[src/rtl/pda_pkg.sv]
package pda_pkg;

    // Widths
    localparam int          DW          = 8;
    localparam int          CFG_W       = 6;
    localparam int          BUS_W       = 16;
    localparam int          PIN_W       = 16;
    localparam int          CTL_W       = 4;

    // Register select codes
    localparam logic [1:0]  RS_PORT_A   = 2'h0;
    localparam logic [1:0]  RS_CTRL_A   = 2'h1;
    localparam logic [1:0]  RS_PORT_B   = 2'h2;
    localparam logic [1:0]  RS_CTRL_B   = 2'h3;

    // Control register fields
    localparam int          CR_FLAG1    = 7;
    localparam int          CR_FLAG2    = 6;
    localparam int          CR_C2_MODE  = 5;
    localparam int          CR_C2_EDGE  = 4;
    localparam int          CR_C2_EN    = 3;
    localparam int          CR_PORT_SEL = 2;
    localparam int          CR_C1_EDGE  = 1;
    localparam int          CR_C1_EN    = 0;

    // Reset values
    localparam logic [7:0]  REG_RESET   = 8'h00;
    localparam logic [5:0]  CFG_RESET   = 6'h00;

    // Synchronised processor bus sample
    typedef struct packed {
        logic       phi2;
        logic       reset_n;
        logic       rw;
        logic       sel_hi1;
        logic       sel_hi2;
        logic       sel_lo_n;
        logic [1:0] rs;
        logic [7:0] data;
    } pda_bus_t;

    // Registers of one side
    typedef struct packed {
        logic [5:0] ctrl;
        logic [7:0] dir;
        logic [7:0] outr;
    } pda_side_t;

    typedef enum logic [1:0] {
        PDA_IDLE,
        PDA_READ,
        PDA_WRITE
    } pda_state_t;

endpackage

[src/rtl/pda_sync.sv]
`timescale 1ns/1ns
module pda_sync #(
    parameter int W = 1
) (
    // Clock and reset
    input  wire logic         core_clk_in,
    input  wire logic         rst_in,
    // Data
    input  wire logic [W-1:0] async_in,
    output logic      [W-1:0] sync_out
);

    logic [W-1:0] stage1;
    logic [W-1:0] next_stage1;
    logic [W-1:0] next_sync;

    always_comb begin
        next_stage1 = async_in;
        next_sync   = stage1;
    end

    always_ff @(posedge core_clk_in or posedge rst_in) begin
        if (rst_in) begin
            stage1   <= '0;
            sync_out <= '0;
        end else begin
            stage1   <= next_stage1;
            sync_out <= next_sync;
        end
    end

endmodule

[src/rtl/pda_ctl.sv]
`timescale 1ns/1ns
module pda_ctl
    import pda_pkg::*;
(
    // Clock and reset
    input  wire logic             core_clk_in,
    input  wire logic             rst_in,
    input  wire logic             clear_in,
    // Configuration and lines
    input  wire logic [CFG_W-1:0] ctrl_in,
    input  wire logic             ctl_first_in,
    input  wire logic             ctl_second_in,
    input  wire logic             flag_clr_in,
    // Flags
    output logic                  flag_first_out,
    output logic                  flag_second_out
);

    logic prev_first;
    logic prev_second;
    logic set_first;
    logic set_second;
    logic next_flag_first;
    logic next_flag_second;

    always_comb begin
        // Active edge: field bit 1 = rising, 0 = falling
        set_first  = ctrl_in[CR_C1_EDGE] ? (ctl_first_in & ~prev_first)
                                         : (~ctl_first_in & prev_first);
        set_second = ~ctrl_in[CR_C2_MODE] &
                     (ctrl_in[CR_C2_EDGE] ? (ctl_second_in & ~prev_second)
                                          : (~ctl_second_in & prev_second));
        // Set wins over a port-read clear
        next_flag_first  = set_first | (flag_first_out & ~flag_clr_in);
        next_flag_second = set_second | (flag_second_out & ~flag_clr_in);
        if (clear_in) begin
            next_flag_first  = 1'b0;
            next_flag_second = 1'b0;
        end
    end

    always_ff @(posedge core_clk_in or posedge rst_in) begin
        if (rst_in) begin
            prev_first      <= 1'b0;
            prev_second     <= 1'b0;
            flag_first_out  <= 1'b0;
            flag_second_out <= 1'b0;
        end else begin
            prev_first      <= ctl_first_in;
            prev_second     <= ctl_second_in;
            flag_first_out  <= next_flag_first;
            flag_second_out <= next_flag_second;
        end
    end

endmodule

[src/rtl/pda_core.sv]
`timescale 1ns/1ns
module pda_core
    import pda_pkg::*;
(
    // Clock and reset
    input  wire logic          core_clk_in,
    input  wire logic          rst_in,
    // Processor bus
    input  wire logic          phi2_in,
    input  wire logic          reset_n_in,
    input  wire logic          rw_in,
    input  wire logic          select_high_first_in,
    input  wire logic          select_high_second_in,
    input  wire logic          select_low_n_in,
    input  wire logic          reg_select_lo_in,
    input  wire logic          reg_select_hi_in,
    input  wire logic [DW-1:0] data_in,
    output logic      [DW-1:0] data_out,
    output logic               data_oe_out,
    // Side A port
    input  wire logic [DW-1:0] side_a_pins_in,
    output logic      [DW-1:0] side_a_pins_out,
    output logic      [DW-1:0] side_a_pins_oe_out,
    input  wire logic          side_a_ctl_in,
    input  wire logic          side_a_ctl_io_in,
    output logic               side_a_ctl_io_out,
    output logic               side_a_ctl_io_oe_out,
    output logic               side_a_irq_n_out,
    output logic               side_a_irq_n_oe_out,
    // Side B port
    input  wire logic [DW-1:0] side_b_pins_in,
    output logic      [DW-1:0] side_b_pins_out,
    output logic      [DW-1:0] side_b_pins_oe_out,
    input  wire logic          side_b_ctl_in,
    input  wire logic          side_b_ctl_io_in,
    output logic               side_b_ctl_io_out,
    output logic               side_b_ctl_io_oe_out,
    output logic               side_b_irq_n_out,
    output logic               side_b_irq_n_oe_out
);

    pda_bus_t        bus_raw;
    pda_bus_t        bus;
    logic [PIN_W-1:0] pins_s;
    logic [CTL_W-1:0] ctl_s;
    logic [DW-1:0]   pa_s;
    logic [DW-1:0]   pb_s;

    pda_state_t      state;
    pda_state_t      next_state;
    logic            phi2_d;
    logic [DW-1:0]   hold_data;
    logic [DW-1:0]   next_hold_data;
    logic [1:0]      hold_rs;
    logic [1:0]      next_hold_rs;
    pda_side_t       side_a;
    pda_side_t       next_side_a;
    pda_side_t       side_b;
    pda_side_t       next_side_b;
    logic [DW-1:0]   next_data;
    logic            next_data_oe;
    logic            clr_a;
    logic            clr_b;

    logic            selected;
    logic            phi2_fall;
    logic            clear_all;
    logic            flag_a1;
    logic            flag_a2;
    logic            flag_b1;
    logic            flag_b2;
    logic [DW-1:0]   ctrl_a_full;
    logic [DW-1:0]   ctrl_b_full;
    logic [DW-1:0]   rd_value;

    // Every pin passes two flip-flops before use
    always_comb begin
        bus_raw.phi2     = phi2_in;
        bus_raw.reset_n  = reset_n_in;
        bus_raw.rw       = rw_in;
        bus_raw.sel_hi1  = select_high_first_in;
        bus_raw.sel_hi2  = select_high_second_in;
        bus_raw.sel_lo_n = select_low_n_in;
        bus_raw.rs       = {reg_select_hi_in, reg_select_lo_in};
        bus_raw.data     = data_in;
    end

    pda_sync #(.W(BUS_W)) u_sync_bus (
        .core_clk_in (core_clk_in),
        .rst_in      (rst_in),
        .async_in    (bus_raw),
        .sync_out    (bus)
    );

    pda_sync #(.W(PIN_W)) u_sync_pins (
        .core_clk_in (core_clk_in),
        .rst_in      (rst_in),
        .async_in    ({side_b_pins_in, side_a_pins_in}),
        .sync_out    (pins_s)
    );

    pda_sync #(.W(CTL_W)) u_sync_ctl (
        .core_clk_in (core_clk_in),
        .rst_in      (rst_in),
        .async_in    ({side_b_ctl_io_in, side_b_ctl_in, side_a_ctl_io_in, side_a_ctl_in}),
        .sync_out    (ctl_s)
    );

    assign pa_s = pins_s[DW-1:0];
    assign pb_s = pins_s[PIN_W-1:DW];

    // Status logic of each side
    pda_ctl u_ctl_a (
        .core_clk_in     (core_clk_in),
        .rst_in          (rst_in),
        .clear_in        (clear_all),
        .ctrl_in         (side_a.ctrl),
        .ctl_first_in    (ctl_s[0]),
        .ctl_second_in   (ctl_s[1]),
        .flag_clr_in     (clr_a),
        .flag_first_out  (flag_a1),
        .flag_second_out (flag_a2)
    );

    pda_ctl u_ctl_b (
        .core_clk_in     (core_clk_in),
        .rst_in          (rst_in),
        .clear_in        (clear_all),
        .ctrl_in         (side_b.ctrl),
        .ctl_first_in    (ctl_s[2]),
        .ctl_second_in   (ctl_s[3]),
        .flag_clr_in     (clr_b),
        .flag_first_out  (flag_b1),
        .flag_second_out (flag_b2)
    );

    // Access decode and read mux
    always_comb begin
        selected    = bus.sel_hi1 & bus.sel_hi2 & ~bus.sel_lo_n;
        phi2_fall   = phi2_d & ~bus.phi2;
        clear_all   = ~bus.reset_n;
        ctrl_a_full = {flag_a1, flag_a2, side_a.ctrl};
        ctrl_b_full = {flag_b1, flag_b2, side_b.ctrl};
        case (bus.rs)
            RS_PORT_A: begin
                if (side_a.ctrl[CR_PORT_SEL]) begin
                    rd_value = pa_s;
                end else begin
                    rd_value = side_a.dir;
                end
            end
            RS_CTRL_A: rd_value = ctrl_a_full;
            RS_PORT_B: begin
                if (side_b.ctrl[CR_PORT_SEL]) begin
                    rd_value = (side_b.outr & side_b.dir) | (pb_s & ~side_b.dir);
                end else begin
                    rd_value = side_b.dir;
                end
            end
            RS_CTRL_B: rd_value = ctrl_b_full;
            default:   rd_value = REG_RESET;
        endcase
    end

    // Access sequencer
    always_comb begin
        next_state     = state;
        next_hold_data = hold_data;
        next_hold_rs   = hold_rs;
        next_side_a    = side_a;
        next_side_b    = side_b;
        next_data      = data_out;
        next_data_oe   = 1'b0;
        clr_a          = 1'b0;
        clr_b          = 1'b0;
        case (state)
            PDA_IDLE: begin
                if (bus.phi2 && selected) begin
                    next_state   = bus.rw ? PDA_READ : PDA_WRITE;
                    next_hold_rs = bus.rs;
                end
            end
            PDA_READ: begin
                if (bus.phi2) begin
                    next_data    = rd_value;
                    next_data_oe = selected & bus.rw;
                end else begin
                    next_state = PDA_IDLE;
                    clr_a = (hold_rs == RS_PORT_A) & side_a.ctrl[CR_PORT_SEL];
                    clr_b = (hold_rs == RS_PORT_B) & side_b.ctrl[CR_PORT_SEL];
                end
            end
            PDA_WRITE: begin
                if (bus.phi2) begin
                    next_hold_data = bus.data;
                    next_hold_rs   = bus.rs;
                end else if (phi2_fall) begin
                    next_state = PDA_IDLE;
                    case (hold_rs)
                        RS_PORT_A: begin
                            if (side_a.ctrl[CR_PORT_SEL]) begin
                                next_side_a.outr = hold_data;
                            end else begin
                                next_side_a.dir = hold_data;
                            end
                        end
                        RS_CTRL_A: next_side_a.ctrl = hold_data[CFG_W-1:0];
                        RS_PORT_B: begin
                            if (side_b.ctrl[CR_PORT_SEL]) begin
                                next_side_b.outr = hold_data;
                            end else begin
                                next_side_b.dir = hold_data;
                            end
                        end
                        RS_CTRL_B: next_side_b.ctrl = hold_data[CFG_W-1:0];
                        default: begin
                            next_side_a = side_a;
                        end
                    endcase
                end else begin
                    next_state = PDA_IDLE;
                end
            end
            default: next_state = PDA_IDLE;
        endcase
        if (clear_all) begin
            next_state     = PDA_IDLE;
            next_hold_data = REG_RESET;
            next_side_a    = '{ctrl: CFG_RESET, dir: REG_RESET, outr: REG_RESET};
            next_side_b    = '{ctrl: CFG_RESET, dir: REG_RESET, outr: REG_RESET};
            next_data_oe   = 1'b0;
        end
    end

    always_ff @(posedge core_clk_in or posedge rst_in) begin
        if (rst_in) begin
            state       <= PDA_IDLE;
            phi2_d      <= 1'b0;
            hold_data   <= REG_RESET;
            hold_rs     <= RS_PORT_A;
            side_a      <= '{ctrl: CFG_RESET, dir: REG_RESET, outr: REG_RESET};
            side_b      <= '{ctrl: CFG_RESET, dir: REG_RESET, outr: REG_RESET};
            data_out    <= REG_RESET;
            data_oe_out <= 1'b0;
        end else begin
            state       <= next_state;
            phi2_d      <= bus.phi2;
            hold_data   <= next_hold_data;
            hold_rs     <= next_hold_rs;
            side_a      <= next_side_a;
            side_b      <= next_side_b;
            data_out    <= next_data;
            data_oe_out <= next_data_oe;
        end
    end

    // Port drivers, registered from the register state
    always_ff @(posedge core_clk_in or posedge rst_in) begin
        if (rst_in) begin
            side_a_pins_out      <= REG_RESET;
            side_a_pins_oe_out   <= REG_RESET;
            side_b_pins_out      <= REG_RESET;
            side_b_pins_oe_out   <= REG_RESET;
            side_a_ctl_io_out    <= 1'b1;
            side_a_ctl_io_oe_out <= 1'b0;
            side_b_ctl_io_out    <= 1'b1;
            side_b_ctl_io_oe_out <= 1'b0;
            side_a_irq_n_out     <= 1'b0;
            side_a_irq_n_oe_out  <= 1'b0;
            side_b_irq_n_out     <= 1'b0;
            side_b_irq_n_oe_out  <= 1'b0;
        end else begin
            side_a_pins_out      <= side_a.outr;
            side_a_pins_oe_out   <= side_a.dir;
            side_b_pins_out      <= side_b.outr;
            side_b_pins_oe_out   <= side_b.dir;
            side_a_ctl_io_out    <= side_a.ctrl[CR_C2_EDGE] ? side_a.ctrl[CR_C2_EN] : 1'b1;
            side_a_ctl_io_oe_out <= side_a.ctrl[CR_C2_MODE];
            side_b_ctl_io_out    <= side_b.ctrl[CR_C2_EDGE] ? side_b.ctrl[CR_C2_EN] : 1'b1;
            side_b_ctl_io_oe_out <= side_b.ctrl[CR_C2_MODE];
            side_a_irq_n_out     <= 1'b0;
            side_a_irq_n_oe_out  <= (flag_a1 & side_a.ctrl[CR_C1_EN]) |
                                    (flag_a2 & side_a.ctrl[CR_C2_EN] & ~side_a.ctrl[CR_C2_MODE]);
            side_b_irq_n_out     <= 1'b0;
            side_b_irq_n_oe_out  <= (flag_b1 & side_b.ctrl[CR_C1_EN]) |
                                    (flag_b2 & side_b.ctrl[CR_C2_EN] & ~side_b.ctrl[CR_C2_MODE]);
        end
    end

endmodule

[config.mk]
export PLATFORM = sky130hd
export DESIGN_NAME = pda_core
export DESIGN_NICKNAME = d
export VERILOG_FILES = /design/src/rtl/pda_pkg.sv /design/src/rtl/pda_sync.sv /design/src/rtl/pda_ctl.sv /design/src/rtl/pda_core.sv
export SDC_FILE = /design/constraint.sdc
export NUM_CORES = 1
export LEC_CHECK = 0
export BUFFER_PORTS_ARGS = -buffer_cell sky130_fd_sc_hd__buf_2
export CAP_MARGIN = 15
export CORE_MARGIN = 8
export CORE_UTILIZATION = 60
export CTS_CLUSTER_DIAMETER = 30
export CTS_CLUSTER_SIZE = 14
export DETAILED_ROUTE_END_ITERATION = 16
export PLACE_DENSITY = 0.8
export REMOVE_ABC_BUFFERS = 1
export SYNTH_ARGS = -nofsm -noshare
export SYNTH_HDL_FRONTEND = slang
export SYNTH_SLANG_ARGS = --single-unit
[constraint.sdc]
create_clock -name core_clk_in -period 18.5 [get_ports core_clk_in]
set_input_delay 5.55 -clock core_clk_in [delete_from_list [all_inputs] [get_ports core_clk_in]]
set_output_delay 5.55 -clock core_clk_in [all_outputs]
set_load 0.05 [all_outputs]
==> impl_metrics.tcl, run 1 <==
set metrics [dict create \
    wl_met2_um 6860 \
    crit_type "flop to output port" \
    synth_area_per_cell_um2 12.7 \
    cp_slowest_stage_delay_ns 0.52 \
    grt_overflow 0 \
    clock_skew_ns 0.00713 \
    die_height_um 120 \
    dieWidth_um 120 \
    crit_fanout 1 \
    p_clk_share_pct 44.8 \
    worst-path-buf-inv 1 \
    period_share_pct 37.0 \
    top_layer "met4" \
    io_buffers 84 \
    worst_pin_slew_ns 0.920 \
    wl_met1_um 5460 \
    rows 38 \
    firstDrtPassIters 5 \
    fmax_mhz 146 \
    nets 628 \
    first_iter_violations 448 \
    dpl.hpwl_um 8730 \
    fillers 755 \
    clock-root-buffer "clkbuf_8" \
    r2r_start "state[0]$_DFFE_PP0P_" \
    dr_total_vias 4347 \
    ant_nets 0 \
    setup_viol 0 \
    clk_pin_slew_ns 0.06 \
    wl_um 13900 \
    tns_ns 0 \
    crit_path_start "side_b_ctl_io_out$_DFF_PP1_" \
    hp-class "flop to flop" \
    wl_per_cell_um 18.8 \
    drc 0 \
    layout-drive-gt1-share_pct 22.5 \
    grt_pass1_vias 4521 \
    clock_latency_ns 0.53 \
    clk_path_buf_depth 2 \
    via_per_inst 5.87 \
    gp_congestion 0.842 \
    p_comb_share_pct 5.1 \
    p_int_mw 0.663 \
    diodes 0 \
    finalHoldWorstSlack_ns 0.348 \
    p_leak_nw 3.56 \
    path_cells "buf_2" \
    min-delay-start "u_sync_bus.next_sync[14]$_DFF_PP0_" \
    ys_seq_area_share_pct 70.6 \
    relSlewSlack_pct 38.7 \
    critPathArrivalTime_ns 1.29 \
    syn_inst 515 \
    core_area_mm2 0.0107 \
    initial_utilization_pct 60.7 \
    rsz0062_at_grt "false" \
    ys_warn_count 0 \
    yosysTopAreaCell "dfrtp_1" \
    hold_buffers 0 \
    io-pin-count 87 \
    ys_types 44 \
    grt_max_degree 107 \
    crit_required_ns 12.95 \
    grt_pass1_wl_um 22600 \
    post_cts_buffers 0 \
    end_kind "output port" \
    synth.area.top_cells "dfrtp_1 (70%), a21oi_1 (4.8%), nand3_1 (4.1%), o21ai_0 (2.8%), mux2_2 (1.6%)" \
    power_density_mw_per_mm2 111 \
    seq_power_share_pct 50.1 \
    numCtsBuffers 17 \
    synth_top_area_share_pct 69.8 \
    area_growth_pct 16.9 \
    startpoint_type "flop" \
    synth.ff_latch_count 184 \
    cts_resized 0 \
    htree_num_levels 4 \
    numClockSinks 184 \
    maxCapViolCount 0 \
    path_delay_family "flip-flops" \
    cts_tree "yes" \
    vdd_ir_drop_max_uv 94.2 \
    die_area_mm2 0.0145 \
    period_needed_ns 6.84 \
    wl_met3_um 1230 \
    hold_viol_final 0 \
    swShare_pct 22.0 \
    netlist_area_mm2 0.00653 \
    p_sw_mw 0.187 \
    track_usage_pct 20.0 \
    antenna_found_initial 0 \
    slew_violations 0 \
    status "finished clean" \
    cpMaxStageDelayCell "dfstp_2" \
]
## stage by stage
stage               util, %  area, um^2  total power, mW  instances  worst slack, ns
floorplan                 -        6340            0.458        479             7.95
global placement       64.9        6970            0.474        707            11.22
detailed placement     64.9        6970            0.476        707            11.16
CTS                    70.8        7600            0.856        739            11.63
global route           71.0        7630            0.878        740            11.46
finish                 71.0        7630            0.850        740            11.66
## cells in the mapped netlist
master	count
o21ai_1	15
or3b_2	1
or2_2	1
a211oi_1	7
nand2_1	20
nor2_2	1
buf_2	15
ha_1	3
a31oi_1	4
nand3_1	54
and4b_1	3
o31ai_1	7
a21oi_1	63
nand4bb_1	1
nand4b_1	3
and3_1	1
clkbuf_2	2
mux2_2	9
o21ai_0	37
nor4_1	1
nand4_1	1
inv_1	5
buf_4	6
mux2i_1	2
and2_1	1
and4bb_1	1
nor2b_1	11
nor2_1	3
o31a_1	1
a21o_1	2
dfrtp_1	182
buf_6	1
or2_0	1
clkbuf_1	12
nand2b_1	4
and3b_1	7
dfstp_2	2
or3b_1	2
nand2_2	1
buf_1	1
o21a_1	7
nand3b_1	6
conb_1	1
a22oi_1	7
## area by class of cell
type / instances / area, um^2 / share of cell area, %
sequential: 184 / 4610 / 60.4
multi-input combinational: 290 / 1710 / 22.5
clock buffer: 20 / 435 / 5.70
timing repair buffer: 89 / 478 / 6.26
clock inverter: 12 / 199 / 2.61
tap: 140 / 175 / 2.30
inverter: 5 / 23.8 / 0.311
## flip-flops by register name (all words and copies together), names as in the netlist, 6 cells and up
signal,cells
u_sync_bus.sync_out,16
side_b,16
hold_data,8
ctrl_b_full,6
data_out,8
side_a,16
ctrl_a_full,6
side_a_pins_oe_out,8
u_sync_bus.next_sync,16
side_b_pins_out,8
u_sync_pins.sync_out,16
side_b_pins_oe_out,8
side_a_pins_out,8
u_sync_pins.next_sync,16
## per-layer routing
metal / GRT usage [%] / vias to the layer above
met4: 8.98 / 0
met2: 32.2 / 213
met5: 0 / -
li1: - / 1958
met1: 24.1 / 2147
met3: 6.67 / 29
## cells by family after synthesis
logic type,synth area share [%]
and+or+nand+nor,10.9
DFF,70.6
buffers and inverters,3.20
other,0.0575
adders and majority gates,0.575
muxes,1.86
AOI/OAI and AO/OA,12.8
## power by group through the flow
stage                     combinational [mW]  clock (mW)  sequential [mW]
after floorplan                       0.0220           0            0.437
after global placement                0.0423           0            0.431
after detailed placement              0.0434           0            0.432
after CTS                             0.0437       0.387            0.425
after global routing                  0.0478       0.404            0.426
final                                 0.0433       0.381            0.425
## worst paths after layout
path / slack (ns) / depth (start not counted) / end
max: 11.66 / 1 / side_b_ctl_io_out
min reg2reg: 0.35 / 0 / u_sync_bus.sync_out[14]$_DFF_PP0_
max in group asynchronous: 11.79 / 3 / u_sync_pins.sync_out[3]$_DFF_PP0_
max reg2reg: 16.17 / 6 / side_b[3]$_DFFE_PP0P_
min: 0.35 / 0 / u_sync_bus.sync_out[14]$_DFF_PP0_
min in group asynchronous: 5.23 / 2 / u_ctl_a.flag_second_out$_DFF_PP0_
## placed cells by master (no fill, tap or decap), types with 5 or more instances in the layout
master     count
nand3_1       54
buf_2         84
and3b_1        7
o21a_1         7
bufinv_16      5
o31ai_1        7
dfrtp_1      182
mux2_2         9
a21oi_1       63
clkbuf_16     16
o21ai_0       37
nor2b_1       11
o21ai_1       15
nand3b_1       6
a211oi_1       7
a22oi_1        7
nand2_1       20
Note: power is estimated with default switching activity, not from simulation.
==> run 2, diff against run 1 <==
Settings changed: ABC_AREA set to 1, CORE_UTILIZATION 60 to 57, PLACE_DENSITY 0.8 to 0.76.
Clock period 18.5 ns to 6.38 ns, I/O delays scaled along.
==> impl_metrics.tcl, run 2 <==
set metrics [dict create \
    status "finished clean" \
    synth.ff_latch_count 184 \
    cts_tree "yes" \
    via_per_inst 5.05 \
    p_sw_mw 0.668 \
    cts_resized 0 \
    cp.depth 1 \
    grt_max_degree 105 \
    tns_ns 0 \
    gp_congestion 0.839 \
    layout_setup_ws_ns 3.28 \
    crit_fanout 1 \
    post_cts_buffers 0 \
    final_area_mm2 0.00770 \
    hold_viol_final 0 \
    numCtsBuffers 17 \
    syn_inst 610 \
    vdd_ir_drop_max_uv 283 \
    async_flop_share_pct 100 \
    synth_most_common_cell "dfrtp_1" \
    worst-path-buf-inv 1 \
    clk_path_buf_depth 2 \
    wl_per_cell_um 15.2 \
    die_height_um 124 \
    grt_pass1_vias 4357 \
    nets 740 \
    grt_overflow 0 \
    clock-root-buffer "clkbuf_16" \
    relSlewSlack_pct 40.2 \
    clock_skew_ns 0.00700 \
    synth_area_per_cell_um2 10.8 \
    seq_power_share_pct 49.6 \
    cpMaxStageDelayCell "dfstp_2" \
    rsz0062_at_grt "false" \
    fmax_mhz 322 \
    path_cells "buf_2" \
    ys_seq_area_share_pct 69.9 \
    synthFlopType "dfrtp_1" \
    antenna_found_initial 0 \
    synth_edf_count 0 \
    dpl.hpwl_um 9280 \
    netlist_area_mm2 0.00660 \
    synth_top_area_share_pct 69.1 \
    yosysTopAreaCell "dfrtp_1" \
    crit_type "flop to output port" \
    firstDrtPassIters 5 \
    wl_um 13000 \
    crit_required_ns 4.47 \
    swShare_pct 26.1 \
    dieWidth_um 124 \
    grt_pass1_wl_um 21400 \
    initial_utilization_pct 58.0 \
    path_delay_family "flip-flops" \
    power_density_mw_per_mm2 332 \
    synth.area.top_cells "dfrtp_1 (69%), nand2_1 (8.7%), nand3_1 (6.5%), inv_1 (3.7%), nor2_1 (1.9%)" \
    p_leak_nw 4.07 \
    layout-drive-gt1-share_pct 20.8 \
    diodes 0 \
    drc 0 \
    fillers 898 \
    clock_latency_ns 0.43 \
    die_area_mm2 0.0153 \
    period_share_pct 48.6 \
    end_kind "output port" \
    maxCapViolCount 0 \
    utilization_pct 67.7 \
    ant_nets 0 \
    p_int_mw 1.89 \
    dr_total_vias 4316 \
    clk_pin_slew_ns 0.06 \
    numClockSinks 184 \
    io_buffers 84 \
    final_cell_mix "dfrtp_1 (182), nand2_1 (152), nand3_1 (86)" \
    startpoint_type "flop" \
    synth_commonest_cells "dfrtp_1 (182), nand2_1 (152), nand3_1 (86), inv_1 (65), nor2_1 (33)" \
    p_clk_share_pct 39.6 \
    htree_num_levels 4 \
    hold_depth 0 \
    critPathArrivalTime_ns 1.19 \
    core_area_mm2 0.0114 \
    first_iter_violations 367 \
    cp_slowest_stage_delay_ns 0.51 \
    track_usage_pct 18.5 \
    rr_worst_depth 3 \
    setup_viol 0 \
    period_needed_ns 3.10 \
    ys_types 30 \
    rows 39 \
    io-pin-count 87 \
    hold_buffers 0 \
    slew_violations 0 \
    worst_pin_slew_ns 0.897 \
    layout_commonest_cell "dfrtp_1" \
    dpl-instance-area_mm2 0.00712 \
    p_comb_share_pct 10.7 \
    area_growth_pct 16.7 \
    dp_slack_ns 3.09 \
    hp-class "flop to flop" \
    ys_warn_count 0 \
]
run 2: changes by cell type after synthesis, sizes merged, moves of 9 or more:
cell	change
clkbuf	-13
inv	+65
a21oi	-57
nor2	+35
mux2	-9
nand3	+36
o21ai	-21
nor2b	-11
nand2	+133
run 2: cell type report:
cell class	instances	area, um^2	share of cell area (%)
Clock buffer	21	460	5.98
Clock inverter	11	121	1.58
Inverter	71	279	3.62
Multi-Input combinational cell	338	1610	20.9
Sequential cell	184	4610	59.9
Tap cell	143	179	2.32
Timing Repair Buffer	87	443	5.75
run 2: metrics by stage:
stage / hold WS [ns] / power [mW] / instances
final: 0.347 / 2.56 / 855
after detailed placement: 0.335 / 1.57 / 823
after CTS: 0.349 / 2.58 / 855
after floorplan: 0.331 / 1.49 / 593
after global routing: 0.354 / 2.66 / 855
after global placement: 0.332 / 1.56 / 823
run 2: path summary, 6_finish.rpt:
path,slack [ns],from,to
worst max-delay path,3.28,side_b_ctl_io_out$_DFF_PP1_,side_b_ctl_io_out
worst min-delay path,0.35,u_sync_bus.next_sync[11]$_DFF_PP0_,u_sync_bus.sync_out[11]$_DFF_PP0_
worst max register to register,4.59,ctrl_b_full[2]$_DFFE_PP0P_,side_b[2]$_DFFE_PP0P_
worst min register to register,0.35,u_sync_bus.next_sync[11]$_DFF_PP0_,u_sync_bus.sync_out[11]$_DFF_PP0_
max in group asynchronous,3.59,rst_in,side_a_ctl_io_out$_DFF_PP1_
min in group asynchronous,1.66,rst_in,side_a_pins_out[6]$_DFF_PP0_
run 2: worst register-to-register path, delay by kind of cell, from the launching register on:
| family | cells | cell delay [ns] |
|---|---|---|
| compound gates | 2 | 0.52 |
| simple gates | 1 | 0.39 |
| flops | 1 | 0.75 |
run 2: logic make-up (layout without fill, tap and decap cells):
family,count (synthesis),in the layout,synth area share (%)
AOI/OAI and AO/OA,39,39,3.62
adders and majority gates,3,3,0.569
buffers and inverters,89,190,5.82
DFF,184,184,69.9
other,1,2,0.0569
and+or+nand+nor,294,294,20.1
run 2: per-layer routing:
metal | routed length (um) | track usage [%] | vias to the layer above | part of all wire [%]
met5 | 0 | 0 | - | 0
met4 | 221 | 7.07 | 0 | 1.7
met3 | 666 | 5.34 | 19 | 5.1
met2 | 6370 | 29.3 | 102 | 49
met1 | 5780 | 23.7 | 2088 | 44
li1 | - | - | 2107 | -
run 2: power by group through the flow:
stage | sequential [mW] | clock, mW | combinational [mW]
floorplan | 1.37 | 0 | 0.111
global placement | 1.29 | 0 | 0.270
detailed placement | 1.29 | 0 | 0.278
CTS | 1.27 | 1.03 | 0.279
global route | 1.28 | 1.08 | 0.301
finish | 1.27 | 1.01 | 0.275
